**src/iptr_pkg.sv**
```systemverilog
package iptr_pkg;

	// Source space
	localparam int NUM_SRC      = 54;
	localparam int NUM_NIB      = 56;
	localparam int NUM_PRIO_REG = 14;
	localparam int NIB_PER_REG  = 4;
	localparam int NIB_W        = 4;
	localparam int PRIO_W       = 3;
	localparam int SRC_W        = 6;
	localparam int VEC_W        = 8;
	localparam int LVL_W        = 4;
	localparam int PC_W         = 24;
	localparam int NUM_WREG     = 16;
	localparam int NUM_TRAP     = 4;
	localparam int NUM_RCAUSE   = 6;

	// Vector numbering
	localparam logic [VEC_W-1:0] VEC_OFFSET = 8'h08;
	localparam logic [NUM_SRC-1:0] RESERVED_MASK = 54'h3F_F81E_1780_8010;
	localparam logic [PC_W-1:0] RESET_PC = 24'h00_0000;
	localparam logic [LVL_W-1:0] TRAP_LVL_BASE = 4'h8;

	// Trap slots; level is base plus slot plus three
	localparam int TRAP_MATH  = 0;
	localparam int TRAP_ADDR  = 1;
	localparam int TRAP_STACK = 2;
	localparam int TRAP_OSC   = 3;
	localparam logic [LVL_W-1:0] TRAP_SLOT_SKEW = 4'h3;

	// Reset cause bits
	localparam int RC_WDT     = 0;
	localparam int RC_UNINITW = 1;
	localparam int RC_ILLEGAL = 2;
	localparam int RC_LOCKOUT = 3;
	localparam int RC_EXT0    = 4;
	localparam int RC_EXT1    = 5;

	// Register byte offsets, 32-bit words
	localparam logic [7:0] OFS_PRIO_BASE = 8'h00;
	localparam logic [7:0] OFS_ENA_LO    = 8'h40;
	localparam logic [7:0] OFS_ENA_HI    = 8'h44;
	localparam logic [7:0] OFS_CTRL      = 8'h48;
	localparam logic [7:0] OFS_STATUS    = 8'h4C;
	localparam logic [7:0] OFS_RCAUSE    = 8'h50;

	// Control fields
	localparam int CTRL_OVF31_EN = 0;
	localparam int CTRL_OVF39_EN = 1;
	localparam int ENA_HI_W      = 22;

endpackage

```
**src/iptr_resolver.sv**
```systemverilog
// Added by the designer: register access over Avalon-MM and the address map.
`timescale 1ns/1ps
`default_nettype none
module iptr_resolver (
	input  wire  logic                              clk,
	input  wire  logic                              rst,
	// Avalon-MM slave
	input  wire  logic [7:0]                        address,
	input  wire  logic                              read,
	input  wire  logic                              write,
	input  wire  logic [31:0]                       writedata,
	output logic [31:0]                             readdata,
	output logic                                    waitrequest,
	// Peripheral request flags
	input  wire  logic [iptr_pkg::NUM_SRC-1:0]      irqPending,
	// Core state
	input  wire  logic [iptr_pkg::LVL_W-1:0]        cpuPriorityLevel,
	input  wire  logic                              instrDone,
	input  wire  logic                              trapAck,
	// Math trap sources
	input  wire  logic                              divByZero,
	input  wire  logic                              accOvf31,
	input  wire  logic                              guardBitsUnused,
	input  wire  logic                              accOvf39,
	input  wire  logic                              saturationOff,
	input  wire  logic                              shiftOverRange,
	// Other trap sources
	input  wire  logic                              badTrapVector,
	input  wire  logic                              addrFault,
	input  wire  logic                              stackFault,
	input  wire  logic                              oscFault,
	// Reset-causing conditions
	input  wire  logic                              watchdogTimeout,
	input  wire  logic                              opExecute,
	input  wire  logic                              opIllegal,
	input  wire  logic                              opFlushed,
	input  wire  logic [iptr_pkg::NUM_WREG-1:0]     wRegWrite,
	input  wire  logic                              wPtrUse,
	input  wire  logic [3:0]                        wPtrIndex,
	input  wire  logic [1:0]                        extResetErr,
	// Winning request to the core
	output logic                                    reqValid,
	output logic                                    reqIsTrap,
	output logic [iptr_pkg::VEC_W-1:0]              reqVector,
	output logic [iptr_pkg::LVL_W-1:0]              reqLevel,
	output logic                                    divAbort,
	output logic                                    coreResetReq,
	output logic [iptr_pkg::PC_W-1:0]               resetPc
);

	localparam int N  = iptr_pkg::NUM_SRC;
	localparam int PW = iptr_pkg::PRIO_W;
	localparam int NT = iptr_pkg::NUM_TRAP;

	// Winner search: highest priority, lowest number on a tie
	function automatic logic [9:0] pickWinner(
		input logic [N-1:0]    elig,
		input logic [N*PW-1:0] prios
	);
		logic [9:0] best;
		best = 10'h000;
		for (int i = N - 1; i >= 0; i--) begin
			if (elig[i] && prios[i*PW +: PW] >= best[8:6]) begin
				best = {1'b1, prios[i*PW +: PW], 6'(i)};
			end
		end
		return best;
	endfunction

	// Word decode shared by the read mux and write strobes
	function automatic logic isReg(
		input logic [7:0] addr,
		input logic [7:0] ofs
	);
		return addr == ofs;
	endfunction

	// Registers
	logic [PW-1:0]                  nib_q [iptr_pkg::NUM_NIB];
	logic [31:0]                    enaLo_q;
	logic [iptr_pkg::ENA_HI_W-1:0]  enaHi_q;
	logic [1:0]                     ctrl_q;
	logic [iptr_pkg::NUM_RCAUSE-1:0] rcause_q;
	logic [iptr_pkg::NUM_RCAUSE-1:0] rcause_d;
	logic [NT-1:0]                  trapPend_q;
	logic [NT-1:0]                  trapPend_d;
	logic [iptr_pkg::NUM_WREG-1:0]  wInit_q;
	logic                           waitReq_q;
	logic [31:0]                    rdData_q;
	logic                           reqValid_q;
	logic                           reqTrap_q;
	logic [iptr_pkg::VEC_W-1:0]     reqVec_q;
	logic [iptr_pkg::LVL_W-1:0]     reqLvl_q;
	logic                           divAbort_q;
	logic                           rstReq_q;
	logic [iptr_pkg::PC_W-1:0]      resetPc_q;

	// Bus decode
	wire                 busReq   = read | write;
	wire                 wrStrobe = write & ~waitReq_q;
	wire                 prioHit  = address[7:6] == 2'b00 &&
	                                address[5:2] < 4'(iptr_pkg::NUM_PRIO_REG) &&
	                                address[1:0] == 2'b00;
	wire [3:0]           prioIdx  = address[5:2];
	wire                 hitEnaLo = isReg(address, iptr_pkg::OFS_ENA_LO);
	wire                 hitEnaHi = isReg(address, iptr_pkg::OFS_ENA_HI);
	wire                 hitCtrl  = isReg(address, iptr_pkg::OFS_CTRL);
	wire                 hitStat  = isReg(address, iptr_pkg::OFS_STATUS);
	wire                 hitRc    = isReg(address, iptr_pkg::OFS_RCAUSE);

	// Nibble-packed view; bit 3 of every nibble reads zero
	wire [N*PW-1:0]      prioFlat;
	wire [N-1:0]         irqEnable = {enaHi_q, enaLo_q};
	wire [N-1:0]         eligible;
	wire [15:0]          prioRead;

	genvar g;
	generate
		for (g = 0; g < N; g++) begin : gSrc
			assign prioFlat[g*PW +: PW] = nib_q[g];
			// Zero priority or reserved number never competes
			assign eligible[g] = irqPending[g] & irqEnable[g] &
			                     ~iptr_pkg::RESERVED_MASK[g] &
			                     (nib_q[g] != 3'h0);
		end
		for (g = 0; g < iptr_pkg::NIB_PER_REG; g++) begin : gRd
			assign prioRead[g*iptr_pkg::NIB_W +: iptr_pkg::NIB_W] =
				{1'b0, nib_q[prioIdx*4 + 4'(g)]};
		end
	endgenerate

	// Interrupt arbitration
	wire [9:0]           irqWin   = pickWinner(eligible, prioFlat);
	wire                 irqFound = irqWin[9];
	wire [PW-1:0]        irqPrio  = irqWin[8:6];
	wire [5:0]           irqSrc   = irqWin[5:0];
	wire                 irqBeats = irqFound &&
	                                {1'b0, irqPrio} > cpuPriorityLevel;

	// Math trap conditions
	wire ovf31Trap = ctrl_q[iptr_pkg::CTRL_OVF31_EN] &
	                 accOvf31 & guardBitsUnused;
	wire ovf39Trap = ctrl_q[iptr_pkg::CTRL_OVF39_EN] &
	                 accOvf39 & saturationOff;
	wire mathEvt   = divByZero | ovf31Trap | ovf39Trap | shiftOverRange;

	// Trap events by slot
	wire [NT-1:0] trapEvt;
	assign trapEvt[iptr_pkg::TRAP_MATH]  = mathEvt;
	assign trapEvt[iptr_pkg::TRAP_ADDR]  = addrFault | badTrapVector;
	assign trapEvt[iptr_pkg::TRAP_STACK] = stackFault;
	assign trapEvt[iptr_pkg::TRAP_OSC]   = oscFault;

	// Events in more than one trap slot in the same cycle are a lockout
	wire [2:0] trapCount = 3'(trapEvt[0]) + 3'(trapEvt[1]) +
	                       3'(trapEvt[2]) + 3'(trapEvt[3]);
	wire       lockout   = trapCount > 3'h1;

	// Highest pending trap slot
	wire       trapAny   = |trapPend_q;
	wire [1:0] trapSlot  = trapPend_q[3] ? 2'd3 :
	                       trapPend_q[2] ? 2'd2 :
	                       trapPend_q[1] ? 2'd1 : 2'd0;
	wire [iptr_pkg::LVL_W-1:0] trapLvl = iptr_pkg::TRAP_LVL_BASE +
	                       iptr_pkg::TRAP_SLOT_SKEW + 4'(trapSlot);
	// Trap above the running level nests; level 7 never masks it
	wire       trapBeats = trapAny && trapLvl > cpuPriorityLevel;
	// Only after the faulting instruction has finished
	wire       trapGo    = trapBeats & instrDone;

	// Reset-causing conditions
	wire uninitUse = wPtrUse & ~wInit_q[wPtrIndex];
	wire illegalEx = opExecute & opIllegal & ~opFlushed;
	wire [iptr_pkg::NUM_RCAUSE-1:0] rcEvt;
	assign rcEvt[iptr_pkg::RC_WDT]     = watchdogTimeout;
	assign rcEvt[iptr_pkg::RC_UNINITW] = uninitUse;
	assign rcEvt[iptr_pkg::RC_ILLEGAL] = illegalEx;
	assign rcEvt[iptr_pkg::RC_LOCKOUT] = lockout;
	assign rcEvt[iptr_pkg::RC_EXT0]    = extResetErr[0];
	assign rcEvt[iptr_pkg::RC_EXT1]    = extResetErr[1];
	wire anyReset = |rcEvt;

	// Sticky causes, write one to clear, a new event wins
	wire rcClr = wrStrobe & hitRc;
	assign rcause_d = (rcause_q &
	                   ~(rcClr ? writedata[iptr_pkg::NUM_RCAUSE-1:0] :
	                     6'h00)) | rcEvt;

	// Lockout drops the trap set; an ack clears the slot shown
	wire [NT-1:0] ackMask = (trapAck && trapAny) ? (4'h1 << trapSlot) : 4'h0;
	assign trapPend_d = (trapPend_q & ~ackMask) |
	                    (lockout ? 4'h0 : trapEvt);

	// Status read view
	wire [31:0] statusWord = {8'h00, reqVec_q, 3'h0, reqTrap_q,
	                          reqLvl_q, trapPend_q, 3'h0, reqValid_q};

	// Read mux, unmapped words read zero
	wire [31:0] rdMux =
		prioHit  ? {16'h0000, prioRead} :
		hitEnaLo ? enaLo_q :
		hitEnaHi ? {10'h000, enaHi_q} :
		hitCtrl  ? {30'h0000_0000, ctrl_q} :
		hitStat  ? statusWord :
		hitRc    ? {26'h000_0000, rcause_q} :
		32'h0000_0000;

	// Winner selection, trap ahead of any interrupt
	wire                       winValid = trapGo | irqBeats;
	wire                       winTrap  = trapGo;
	// A firing reset condition hides the whole winner, not just valid
	wire                       winShow  = winValid & ~anyReset;
	wire [iptr_pkg::VEC_W-1:0] winVec   = trapGo ? 8'(trapLvl) -
	                                      iptr_pkg::VEC_OFFSET :
	                                      8'(irqSrc) + iptr_pkg::VEC_OFFSET;
	wire [iptr_pkg::LVL_W-1:0] winLvl   = trapGo ? trapLvl :
	                                      {1'b0, irqPrio};

	// Bus handshake: one wait cycle, data latched with it
	always_ff @(posedge clk) begin
		if (rst) begin
			waitReq_q <= 1'b1;
			rdData_q  <= 32'h0000_0000;
		end else begin
			waitReq_q <= ~(busReq & waitReq_q);
			if (read && waitReq_q) begin
				rdData_q <= rdMux;
			end
		end
	end

	// Priority nibbles, writes ignore bit 3 of each nibble
	always_ff @(posedge clk) begin
		if (rst) begin
			for (int k = 0; k < iptr_pkg::NUM_NIB; k++) begin
				nib_q[k] <= 3'h0;
			end
		end else if (wrStrobe && prioHit) begin
			for (int j = 0; j < iptr_pkg::NIB_PER_REG; j++) begin
				nib_q[prioIdx*4 + 4'(j)] <= writedata[j*4 +: PW];
			end
		end
	end

	// Enables and control
	always_ff @(posedge clk) begin
		if (rst) begin
			enaLo_q <= 32'h0000_0000;
			enaHi_q <= 22'h00_0000;
			ctrl_q  <= 2'h0;
		end else if (wrStrobe) begin
			if (hitEnaLo) enaLo_q <= writedata;
			if (hitEnaHi) enaHi_q <= writedata[iptr_pkg::ENA_HI_W-1:0];
			if (hitCtrl) ctrl_q <= writedata[1:0];
		end
	end

	// Trap pending and reset cause flags
	always_ff @(posedge clk) begin
		if (rst) begin
			trapPend_q <= 4'h0;
			rcause_q   <= 6'h00;
		end else begin
			trapPend_q <= trapPend_d;
			rcause_q   <= rcause_d;
		end
	end

	// Working registers written since reset
	always_ff @(posedge clk) begin
		if (rst) begin
			wInit_q <= 16'h0000;
		end else begin
			wInit_q <= wInit_q | wRegWrite;
		end
	end

	// Request to the core, refreshed every cycle
	always_ff @(posedge clk) begin
		if (rst) begin
			reqValid_q <= 1'b0;
			reqTrap_q  <= 1'b0;
			reqVec_q   <= 8'h00;
			reqLvl_q   <= 4'h0;
		end else begin
			reqValid_q <= winShow;
			reqTrap_q  <= winTrap & winShow;
			reqVec_q   <= winShow ? winVec : 8'h00;
			reqLvl_q   <= winShow ? winLvl : 4'h0;
		end
	end

	// Divide abort and reset request; the reset vector is zero
	always_ff @(posedge clk) begin
		if (rst) begin
			divAbort_q <= 1'b0;
			rstReq_q   <= 1'b0;
			resetPc_q  <= iptr_pkg::RESET_PC;
		end else begin
			divAbort_q <= divByZero;
			rstReq_q   <= anyReset;
			resetPc_q  <= iptr_pkg::RESET_PC;
		end
	end

	// Outputs straight from flops
	assign readdata     = rdData_q;
	assign waitrequest  = waitReq_q;
	assign reqValid     = reqValid_q;
	assign reqIsTrap    = reqTrap_q;
	assign reqVector    = reqVec_q;
	assign reqLevel     = reqLvl_q;
	assign divAbort     = divAbort_q;
	assign coreResetReq = rstReq_q;
	assign resetPc      = resetPc_q;

endmodule
`default_nettype wire

```
**config.mk**
```make
export PLATFORM = sky130hd
export DESIGN_NAME = iptr_resolver
export DESIGN_NICKNAME = d
export VERILOG_FILES = /design/src/iptr_pkg.sv /design/src/iptr_resolver.sv
export SDC_FILE = /design/constraint.sdc
export NUM_CORES = 1
export LEC_CHECK = 0
export BUFFER_PORTS_ARGS = -buffer_cell sky130_fd_sc_hd__buf_2
export CAP_MARGIN = 20
export CORE_MARGIN = 5
export CORE_UTILIZATION = 38
export DETAILED_ROUTE_END_ITERATION = 12
export PLACE_DENSITY = 0.68
export SYNTH_ARGS = -nofsm -noshare
export SYNTH_HDL_FRONTEND = slang
export SYNTH_SLANG_ARGS = --single-unit
```
**constraint.sdc**
```tcl
create_clock -name clk -period 83.5 [get_ports clk]
set_clock_uncertainty 0.2 [all_clocks]
set_input_delay 20.875 -clock clk [delete_from_list [all_inputs] [get_ports clk]]
set_output_delay 20.875 -clock clk [all_outputs]
set_load 0.05 [all_outputs]
```
======== Yosys cells after proc, flatten, opt, wreduce, memory -nomap -nowiden ========
Memory sizes are Yosys's and may differ from the RTL's.
Cells that the tools add are included.
operators by class
  add/sub/neg operators ................... 9
  multiply operators ...................... 0
  divide/modulo/power cells ............... 0
  order comparisons ....................... 37
  equal/unequal tests ..................... 5
  shift-type cells ........................ 1
  muxes and demuxes ....................... 65
  bitwise operators ....................... 97
  reduce and logical (&&, ||, !) cells .... 84
operator list
  cell                                                  count
  two-way mux 10 bit                                    32
  nonzero test 3 bit                                    32
  greater-or-equal comparator 3 bit                     31
  bitwise AND 1 bit                                     77
  two-way mux 24 bit                                    3
  two-way mux 32 bit                                    2
  equality test 8 x 7 -> 1 bit (second input constant)  5
  logical AND 1 bit                                     39
  two-way mux 6 bit                                     6
  OR 16 bit                                             1
  two-way mux 3 bit                                     5
  OR reduction 3 bit                                    5
  adder 6 x 2 -> 6 bit (second input constant)          2
  two-way mux 1 bit                                     11
  two-way mux 4 bit                                     2
  two-way mux 8 bit                                     1
  adder 6 x 4 -> 7 bit (second input constant)          1
  NOT 1 bit                                             7
  adder 6 x 1 -> 6 bit (second input constant)          1
  bitwise AND 6 bit                                     1
  NOT 6 bit                                             1
  OR 1 bit                                              6
  OR 6 bit                                              1
  AND reduction 2 bit                                   3
  21 further kinds                                      23
storage, ports and cells
  bits in registers ....................... 131
  bits in latches ......................... 0
  RAM bits ................................ 168
  bits in read-only memories .............. 0
  bits of input ports ..................... 141
  word-level logic and storage cells ...... 314
  memories ................................ 1
memory list
  name   words  bits a word  read ports  clocked after Yosys merged registers in  wr ports  line                 RTL
  nib_q  56     3            36          0                                        56        iptr_resolver.sv:79  logic [PW-1:0] nib_q [iptr_pkg::NUM_NIB];

======== Longest topological paths before layout ========
Gate-level depths: netlist of run 1.
An unclocked memory read counts as a cell.
  word-level depth ........................ 104
  depth in mapped cells ................... 240
  gate-level depth less buffers ........... 240

======== Worst setup path before layout of run 1 ========
Ideal clock, no wire load.
  path type ............................... input to register
  start ................................... input irqPending[42] (netlist name)
  end ..................................... register reqVec_q (netlist bit reqVector[1])
  arrival ................................. 62.847 ns
  required time ........................... 83.204 ns
  setup slack ............................. 20.358 ns
  stages .................................. 231
  buffers on the path ..................... 0
  cells stage by stage .................... and3_1 > ha_1 > nor2b_1 > o21a_1 > or3_1 > mux2_2 > ha_1 > nand2b_1 > and3_1 > o21ai_0 > o31a_2 > mux2_2 > ha_1 > nand2b_1 > maj3_1 > a21oi_1 > nor2_1 > nand2_1 > (+195 left out) > inv_1 > o21ai_0 > o22ai_1 > ha_1 > nand2b_1 > a21o_1 > a21oi_1 > nor2_1 > a21oi_1 > o21a_1 > or2_1 > ha_1 > a31oi_1 > o21ai_0 > nor2_1 > nand2_1 > a21o_4 > o41ai_2
between the ends
  word-level cells in the longest chain between the ends .. 103
  elaborated cells between the ends (all ways) .. 105
  classes of those cells .................. add/sub (1); order compare (32); mux (33); bitwise (5); reduce/logical (34)
ends and longest elaborated chain
  what                                 line                  RTL
  start: declaration                   iptr_resolver.sv:15   input wire logic [iptr_pkg::NUM_SRC-1:0] irqPending,
  bitwise AND 1 bit (*)                iptr_resolver.sv:122  assign eligible[g] = irqPending[g] & irqEnable[g] &
  bitwise AND 1 bit (*)                iptr_resolver.sv:123  ~iptr_pkg::RESERVED_MASK[g] &
  logical AND 1 bit (*)                iptr_resolver.sv:63   if (elig[i] && prios[i*PW +: PW] >= best[8:6]) begin
  two-way mux 10 bit (*)               iptr_resolver.sv:63
  greater-or-equal comparator 3 bit    iptr_resolver.sv:63
  logical AND 1 bit                    iptr_resolver.sv:63
  two-way mux 10 bit (*)               iptr_resolver.sv:63
  greater-or-equal comparator 3 bit    iptr_resolver.sv:63
  (+87 left out)                       -
  logical AND 1 bit                    iptr_resolver.sv:63
  two-way mux 10 bit (*)               iptr_resolver.sv:63
  > comparator 3 x 4 -> 1 bit          iptr_resolver.sv:138  {1'b0, irqPrio} > cpuPriorityLevel;
  logical AND 1 bit                    iptr_resolver.sv:137  wire irqBeats = irqFound &&
  OR 1 bit                             iptr_resolver.sv:209  wire winValid = trapGo | irqBeats;
  bitwise AND 1 bit                    iptr_resolver.sv:212  wire winShow = winValid & ~anyReset;
  NOT 1 bit (no source line)           -
  OR reduction 2 bit (no source line)  -
  end signal: assignment               iptr_resolver.sv:288  reqVec_q <= winShow ? winVec : 8'h00;
  end: declaration                     iptr_resolver.sv:92   logic [iptr_pkg::VEC_W-1:0] reqVec_q;
Every way passes the cells marked *; elsewhere a longest branch is shown, timed or not.
A chain may end at the register's enable or synchronous reset.

======== Final worst setup path of run 1 ========
  start ................................... input irqPending[42] (netlist name)
  end ..................................... register reqVec_q (netlist bit reqVector[2])
The elaborated chain is that of the path after synthesis.

==> metrics.txt, run 1 <==
status finished, final reports clean; worst hold path depth 2; H-Tree Depth 2; Area Overhead vs Synth 14.1%; Fin. Hold Viols 0; drt drc 0; Post-DRT Antenna Nets 0; CTS tree done; syn avg cell area just under 10 sq um; root buffer cell clkbuf_16; Worst Hold End enaHi_q[17]; total grt overflow 0; VDD IR max between 0.01 and 0.015 mV; Required @ worst endpoint between 80 and 90 ns; DR iter-0 viols around 1900; most common flop cell mapped by yosys edfxtp_1; top post-synthesis cells by area edfxtp_1 (30%), dfxtp_1 (14%), mux4_2 (7.7%), and2_1 (6.5%), nand2_1 (4.4%); most frequent cell after synthesis nand2_1; Cell Area, Placed 20600 sq um; asr flop ratio synth 0%; type of the tightest min-delay check flip-flop to flip-flop; R2R Setup Slk around 33 ns; design area about 22000 sq um; Post CTS Setup Buffer Count 0; Net Sw Frac between 20% and 30%; clock sinks 322; final slew viol count 0; layout cells sized above 1 between 15 and 20%; crit path max-delay cell type a2111oi_0; CP Launch Type input port; EDFF count, synth between 150 and 200; CP max stage delay ~0.70 ns; Flop pwr share around half; Post-Syn Area ~19000 sq um; core area ~50000 sq um; FF+latch count, synth approximately 320; top-area cell type share of the netlist area a little under a third; Crit Path Category input port to flip-flop; setup_tns 0 ns; FMAX 0.0143 GHz; Hold Buf Count CTS 0; global-route wire length before repair 94.2 mm; largest net degree at the start of global routing 93; leading area contributor after synthesis edfxtp_1; Port-buffer cells 166; DIE AREA around 55000 sq um; vias in the first global route 15400; post-CTS sizing 0; Die X ~230 um; Sw Pwr 89.9 uW; Final #Nets between 2000 and 2500; I/O pins approximately 210; R2R depth between 200 and 250; DRT Pass-1 Iters 6; initial antenna violation count 2; period utilisation layout a little over four fifths; row count 82; gr usage total about 22%; Max FO, Critical Path 9; Leakage around 8.5 nW; critical path arrival just over 70 ns; Clock Path Buffers 3; crit-path most repeated cell ha_1; RR Endpoint reqVector[2]; R2R Path Start enaHi_q[10]; hold_sp enaHi_q[17]; latest clock arrival within the worst-skew pair 0.53 ns; yosys warns 0; RSZ-0062 raised after global routing no; Routed WL approximately 64 mm; Setup crit end kind flip-flop; drt wl/cell between 20 and 25 um; min Tclk post-route between 70 and 80 ns; routed via count ~16000; total CTS buffers 36; total of max-cap violations 0; DP Wirelength 47.7 mm; Placer Congestion about 0.96; Synth top cells by count nand2_1 (223), and2_1 (199), edfxtp_1 (192); Slew HR a little over a quarter; Cells after Synth 1954; Internal about 280 uW; Avg Vias per Cell just under 6; final setup fails 0; Logic pwr share a little under a tenth; clock share of power between 40% and 50%; Least-Margin Pin Slew around 1.1 ns; Seq/Total Area, Yosys 43.7%; power per cell area approximately 17 nW/um^2; Yosys cell types 100; die span in y approximately 230 um; Initial Util a little under two fifths; Clk pin slew, worst setup/hold paths 0.06 ns
[flip-flops by register name, indices dropped and copies added, names as in the netlist, 2 cells and up]
signal and count:
rcause_q 6, enaHi_q 22, trapPend_q 4, enaLo_q 32, reqLevel 4, wInit_q 16, readdata 32, reqVector 7
ctrl_q 2, nib_q 192
[cell families after synthesis]
family          share of synthesized area [%]
flops                                    43.7
fa+ha+maj                                3.65
simple gates                             21.4
buf+inv                                  4.32
xor+xnor                               0.0458
mux                                      9.44
other cells                            0.0196
compound gates                           17.4
[cell type report]
class	instances	area (sq um)
clock inverter	10	113
inverter	79	299
clock buffer	50	1060
timing repair buffer	191	1030
multi-input combinational	1489	10100
fill	4747	28100
tap	672	841
antenna	1	2.50
sequential	322	8370
[critical path, delay by kind of cell]
kind	cells	cell delay, ns
adder cells (fa/ha/maj)	37	10.42
buffers and inverters	6	0.54
AND/OR/NAND/NOR	95	16.46
AO/OA/AOI/OAI	86	18.80
multiplexers	9	3.20
[power by group through the flow]
stage / clock, mW / combinational (mW) / sequential, mW
6_report: 0.158 / 0.0339 / 0.178
5_1_grt: 0.166 / 0.0364 / 0.178
4_1_cts: 0.159 / 0.0335 / 0.178
3_5_place_dp: 0 / 0.0334 / 0.181
3_3_place_gp: 0 / 0.0328 / 0.181
2_1_floorplan: 0 / 0.0203 / 0.181
[placed cells by master (no fill, tap or decap), types with 21 or more instances in the layout]
cell,n
nand2b_1,34
ha_1,47
o21ai_0,65
nand2_1,223
nand3_1,45
and2_1,199
inv_1,78
edfxtp_1,192
dfxtp_1,130
nor2_1,167
a31oi_1,25
conb_1,50
nor3_1,45
mux4_2,65
buf_2,164
buf_4,25
and3_1,26
clkbuf_16,39
a21oi_1,126
o211ai_1,23
mux2_2,21
a22oi_1,24
[per-layer routing]
| metal | global-route usage, % | routed length [um] | vias to the layer above |
|---|---|---|---|
| met2 | 36.6 | 29300 | 814 |
| li1 | - | - | 7481 |
| met5 | 0 | 13 | - |
| met3 | 3.80 | 5960 | 93 |
| met1 | 30.9 | 26500 | 7947 |
| met4 | 5.91 | 1800 | 2 |
[how the worst max path moves through the flow]
| stage | startpoint | to | slack [ns] | cells past startpoint |
|---|---|---|---|---|
| detailed placement | irqPending[42] | reqVector[2] | 13.56 | 233 |
| global route | irqPending[42] | reqVector[0] | 9.61 | 233 |
| global placement | irqPending[42] | reqVector[2] | 14.58 | 233 |
| finish | irqPending[42] | reqVector[2] | 13.35 | 233 |
| CTS | irqPending[42] | reqVector[2] | 13.92 | 233 |
| floorplan | irqPending[42] | reqVector[1] | 20.36 | 231 |
[through the flow]
step	total power, mW	hold slack [ns]	util (%)	instances	setup WS, ns
4_1_cts	0.371	0.255	43.6	2810	13.92
2_1_floorplan	0.201	0.233	-	2003	20.36
6_report	0.370	0.255	43.7	2814	13.35
5_1_grt	0.381	0.271	43.7	2813	9.61
3_5_place_dp	0.215	0.247	41.3	2750	13.56
3_3_place_gp	0.214	0.238	41.3	2750	14.58
(Power assumes the default switching activity.)
==> inputs of run 2 (changes only) <==
==> constraint.sdc (replaced) <==
create_clock -name clk -period 72.7 [get_ports clk]
set_clock_uncertainty 0.2 [all_clocks]
set_input_delay 18.175 -clock clk [delete_from_list [all_inputs] [get_ports clk]]
set_output_delay 18.175 -clock clk [all_outputs]
set_load 0.05 [all_outputs]
==> metrics.txt, run 2 (same netlist as run 1, synthesis figures left out) <==
number of placed cells counting well taps 2750; Hold Buf Count CTS 0; I/O pins roughly 210; total grt overflow 0; DR iter-0 viols around 1800; Required @ worst endpoint ~73 ns; crit path from irqPending[42]; max reg flops approximately 190; row count 82; CP Depth 233; final slew viol count 0; final setup fails 0; R2R depth approximately 230; RR Endpoint reqVector[0]; critical path arrival 67.71 ns; clock sinks between 300 and 400; Max FO, Critical Path 9; die span in y ~230 um; commonest cells after routing, fill and taps aside nand2_1 (223), and2_1 (199), edfxtp_1 (192); gr usage total a little under a quarter; Biggest register nib_q; root buffer cell clkbuf_16; drt drc 0; power per cell area roughly 19 nW/um^2; grt met3 use between 3 and 4%; fill cell count about 4700; global-route wire length before repair 94.7 mm; Leakage roughly 8.5 nW; CP top delay family compound AO/OA/AOI/OAI gates; period utilisation layout 92.9%; Initial Util 38.3%; DRT Pass-1 Iters 6; Fin. Hold Viols 0; Final #Nets 2307; crit path max-delay cell type a2111oi_0; hold_sp enaHi_q[17]; CTS tree done; CP Launch Type input port; vias in the first global route between 15000 and 20000; Buf+Inv Stages, Crit Path 6; DIE AREA approximately 55000 sq um; CP max stage delay about 0.74 ns; met1 usage a little under a third; largest net degree at the start of global routing 73; Port-buffer cells ~170; total CTS buffers 36; Clk pin slew, worst setup/hold paths approximately 0.06 ns; R2R Setup Slk around 22 ns; GRT met2 Usage about 37%; GRT busiest layer met2; Area Overhead vs Synth 14.1%; worst setup path end reqVector[0]; FMAX between 0.01 and 0.015 GHz; layout cells sized above 1 17.5%; Least-Margin Pin Slew about 1.1 ns; Post-DRT Antenna Nets 0; DP Wirelength around 48 mm; total of max-cap violations 0; Routed WL about 64 mm; Slew HR around 27%; Internal between 300 and 400 uW; Placer Congestion 0.962; VDD IR max about 0.014 mV; clock share of power between 40% and 50%; min Tclk post-route roughly 68 ns; type of the tightest min-delay check flip-flop to flip-flop; Setup crit end kind flip-flop; RSZ-0062 raised after global routing no; Net Sw Frac 24.3%; post-CTS sizing 0; latest clock arrival within the worst-skew pair around 0.52 ns; setup_tns 0 ns; Avg Vias per Cell between 5 and 6; commonest non-fill, non-tap cell in the layout nand2_1; core area 50000 sq um; Clock Path Buffers 3; initial antenna violation count 2; Flop pwr share roughly 49%; H-Tree Depth 2; Die X approximately 230 um; Crit Path Category input port to flip-flop; Sw Pwr a little over 100 uW; Post CTS Setup Buffer Count 0; crit-path most repeated cell ha_1; drt wl/cell roughly 23 um; fin cells approximately 2800; Logic pwr share roughly a tenth; routed via count 16500; status finished, final reports clean; R2R Path Start enaHi_q[10]
[run 2: cell types whose count changed in the layout (fill, tap and decap cells not counted)]
cell / previous run / this run
buf_16: 0 / 1
buf_2: 164 / 163
buf_8: 1 / 0
bufinv_16: 2 / 3
clkbuf_1: 6 / 5
clkbuf_16: 39 / 37
clkbuf_2: 1 / 0
clkbuf_8: 4 / 3
clkinv_1: 1 / 3
clkinv_2: 3 / 7
clkinvlp_4: 1 / 2
inv_6: 2 / 0
[run 2: area by class of cell]
type	instances	area, sq um	share of cell area [%]
Antenna cell	1	2.50	0.0115
Clock buffer	45	986	4.52
Clock inverter	16	160	0.734
Inverter	79	299	1.37
Multi-Input combinational cell	1489	10100	46.4
Sequential cell	322	8370	38.4
Tap cell	672	841	3.85
Timing Repair Buffer	190	1040	4.76
[run 2: power groups by stage]
stage | combinational, mW | sequential [mW] | clock (mW)
finish | 0.0392 | 0.204 | 0.178
detailed placement | 0.0384 | 0.208 | 0
CTS | 0.0385 | 0.204 | 0.180
global route | 0.0418 | 0.205 | 0.188
floorplan | 0.0233 | 0.207 | 0
global placement | 0.0377 | 0.208 | 0
[run 2: worst min path at each step]
stage / end / slack (ns) / depth (start not counted)
2_1_floorplan: wInit_q[10] / 0.23 / 2
3_3_place_gp: waitrequest / 0.24 / 1
3_5_place_dp: enaLo_q[26] / 0.25 / 2
4_1_cts: enaLo_q[26] / 0.25 / 2
5_1_grt: enaHi_q[14] / 0.27 / 2
6_report: enaHi_q[17] / 0.25 / 2
[run 2: worst register-to-register path, delay by kind of cell (launching register included)]
kind	cells	cell delay, ns
compound gates	86	18.47
simple gates	95	16.91
fa+ha+maj	37	10.43
mux	9	3.16
flops	1	0.61
buf+inv	5	0.43
[run 2: through the flow]
step                      hold slack (ns)  instance area, sq um  setup WS (ns)  util, %  total power [mW]
after floorplan                     0.233                 19300          12.26        -             0.231
after global placement              0.238                 20600           6.48     41.3             0.245
after detailed placement            0.246                 20600           5.35     41.3             0.247
after CTS                           0.255                 21800           5.67     43.6             0.423
after global routing                0.271                 21800           1.57     43.7             0.434
final                               0.252                 21800           5.19     43.7             0.421
[run 2: per-layer routing]
| layer | share of wire (%) | up-vias |
|---|---|---|
| met3 | 9.3 | 98 |
| met2 | 47 | 819 |
| li1 | - | 7497 |
| met4 | 2.5 | 4 |
| met5 | 0.033 | - |
| met1 | 41 | 8046 |
==> inputs of run 3 (changes only) <==
--- a/config.mk
+++ b/config.mk
@@ -7,10 +7,12 @@
 export LEC_CHECK = 0
 export BUFFER_PORTS_ARGS = -buffer_cell sky130_fd_sc_hd__buf_2
 export CAP_MARGIN = 20
+export CELL_PAD_IN_SITES_DETAIL_PLACEMENT = 1
+export CELL_PAD_IN_SITES_GLOBAL_PLACEMENT = 2
 export CORE_MARGIN = 5
 export CORE_UTILIZATION = 38
 export DETAILED_ROUTE_END_ITERATION = 12
-export PLACE_DENSITY = 0.68
+export PLACE_DENSITY = 0.93
 export SYNTH_ARGS = -nofsm -noshare
 export SYNTH_HDL_FRONTEND = slang
 export SYNTH_SLANG_ARGS = --single-unit
==> metrics.txt, run 3 (same netlist as run 1, synthesis figures left out) <==
status finished, final reports clean; I/O pins roughly 210; Slew HR between 20% and 30%; largest net degree at the start of global routing 100; critical path arrival between 60 and 70 ns; Final #Nets 2306; initial antenna violation count 4; max reg flops around 190; vias in the first global route 16700; DR iter-0 viols 1574; latest clock arrival within the worst-skew pair around 0.53 ns; Avg Vias per Cell 5.92; ant diodes 0; DIE AREA 54900 sq um; Placer Congestion just over 0.9; CTS tree done; Post-DRT Antenna Nets 0; DP Wirelength roughly 53 mm; Required @ worst endpoint 72.90 ns; H-Tree Depth 2; Hold Buf Count CTS 0; die span in y roughly 230 um; RSZ-0062 raised after global routing no; FMAX between 0.01 and 0.015 GHz; Area Overhead vs Synth 13.7%; min Tclk post-route roughly 68 ns; Leakage approximately 8.5 nW; met2 routed wirelength approximately 35 mm; power per cell area just under 20 nW/um^2; final slew viol count 0; final hold slack about 0.26 ns; DRT Pass-1 Iters 5; gr usage total 24.7%; routed via count around 17000; drt drc 0; Setup crit end kind flip-flop; row count 82; metal3 WL between 5 and 6 mm; drt wl/cell 25.1 um; design area roughly 22000 sq um; core area 50000 sq um; Port-buffer cells 166; commonest cells after routing, fill and taps aside nand2_1 (223), and2_1 (199), edfxtp_1 (192); crit path max-delay cell type nor4b_2; CP Launch Type input port; CP top delay family compound AO/OA/AOI/OAI gates; Crit Path Category input port to flip-flop; Routed WL approximately 71 mm; Least-Margin Pin Slew ~1.2 ns; Buf+Inv Stages, Crit Path 6; VDD IR max 0.0133 mV; total CTS buffers 36; Clk pin slew, worst setup/hold paths around 0.060 ns; Top Metal Used met5; global-route wire length before repair around 100 mm; final setup fails 0; total of max-cap violations 0; post-CTS sizing 0; type of the tightest min-delay check flip-flop to flip-flop; period utilisation layout 94.1%; Fin. Hold Viols 0; commonest non-fill, non-tap cell in the layout nand2_1; Clock Path Buffers 3; Die X between 200 and 250 um; root buffer cell clkbuf_16; Biggest register nib_q; layout cells sized above 1 17.3%; clock sinks around 320; Initial Util roughly two fifths; Finished Core Util between 40% and 50%; Cell Area, Placed between 20000 and 25000 sq um; Post CTS Setup Buffer Count 0; setup_tns 0 ns; Max FO, Critical Path 9; CP max stage delay just over 0.7 ns; crit-path most repeated cell ha_1; DRT met1 WL 29.3 mm; total grt overflow 0
[run 3: cell count changes in the layout (fill, tap and decap cells not counted), sizes merged]
cell and change:
buf -2, bufinv -2, clkbuf +4, clkinvlp -2, diode -1
[run 3: path summary, 6_finish.rpt]
path | startpoint | endpoint | slack, ns | depth (start not counted)
setup / recovery | irqPending[42] | reqVector[2] | 4.27 | 234
hold / removal | enaHi_q[11] | enaHi_q[11] | 0.26 | 2
setup reg to reg | enaHi_q[10] | reqVector[2] | 21.37 | 233
hold reg to reg | enaHi_q[11] | enaHi_q[11] | 0.26 | 2
[run 3: worst register-to-register path: cells and delay by family (launching register included)]
kind	cells	cell delay, ns
simple gates	96	17.68
flops	1	0.59
fa+ha+maj	37	10.53
mux	9	3.23
buf+inv	5	0.45
compound gates	86	18.53
[run 3: power by group]
group	switching [mW]	internal (mW)	total (mW)
clock network	0.0732	0.100	0.173
registers	0.00564	0.199	0.205
logic	0.0264	0.0135	0.0399
[run 3: layout make-up]
cell class / instances / area, sq um
tap: 672 / 841
multi-input combinational: 1489 / 10100
clock inverter: 12 / 82.6
sequential: 322 / 8370
inverter: 79 / 299
fill: 5683 / 28200
timing repair buffer: 189 / 1030
clock buffer: 48 / 1010
[run 3: through the flow]
stage,std cells,power (mW),worst slack (ns)
4_1_cts,2809,0.419,4.44
3_3_place_gp,2748,0.246,5.72
6_report,2811,0.418,4.27
2_1_floorplan,2003,0.231,12.26
3_5_place_dp,2749,0.248,4.16
5_1_grt,2811,0.431,0.441
[run 3: layer usage]
metal	GRT usage, %	vias to the layer above
li1	-	7470
met1	32.9	8404
met2	42.7	656
met3	3.90	107
met4	5.80	4
met5	0	-
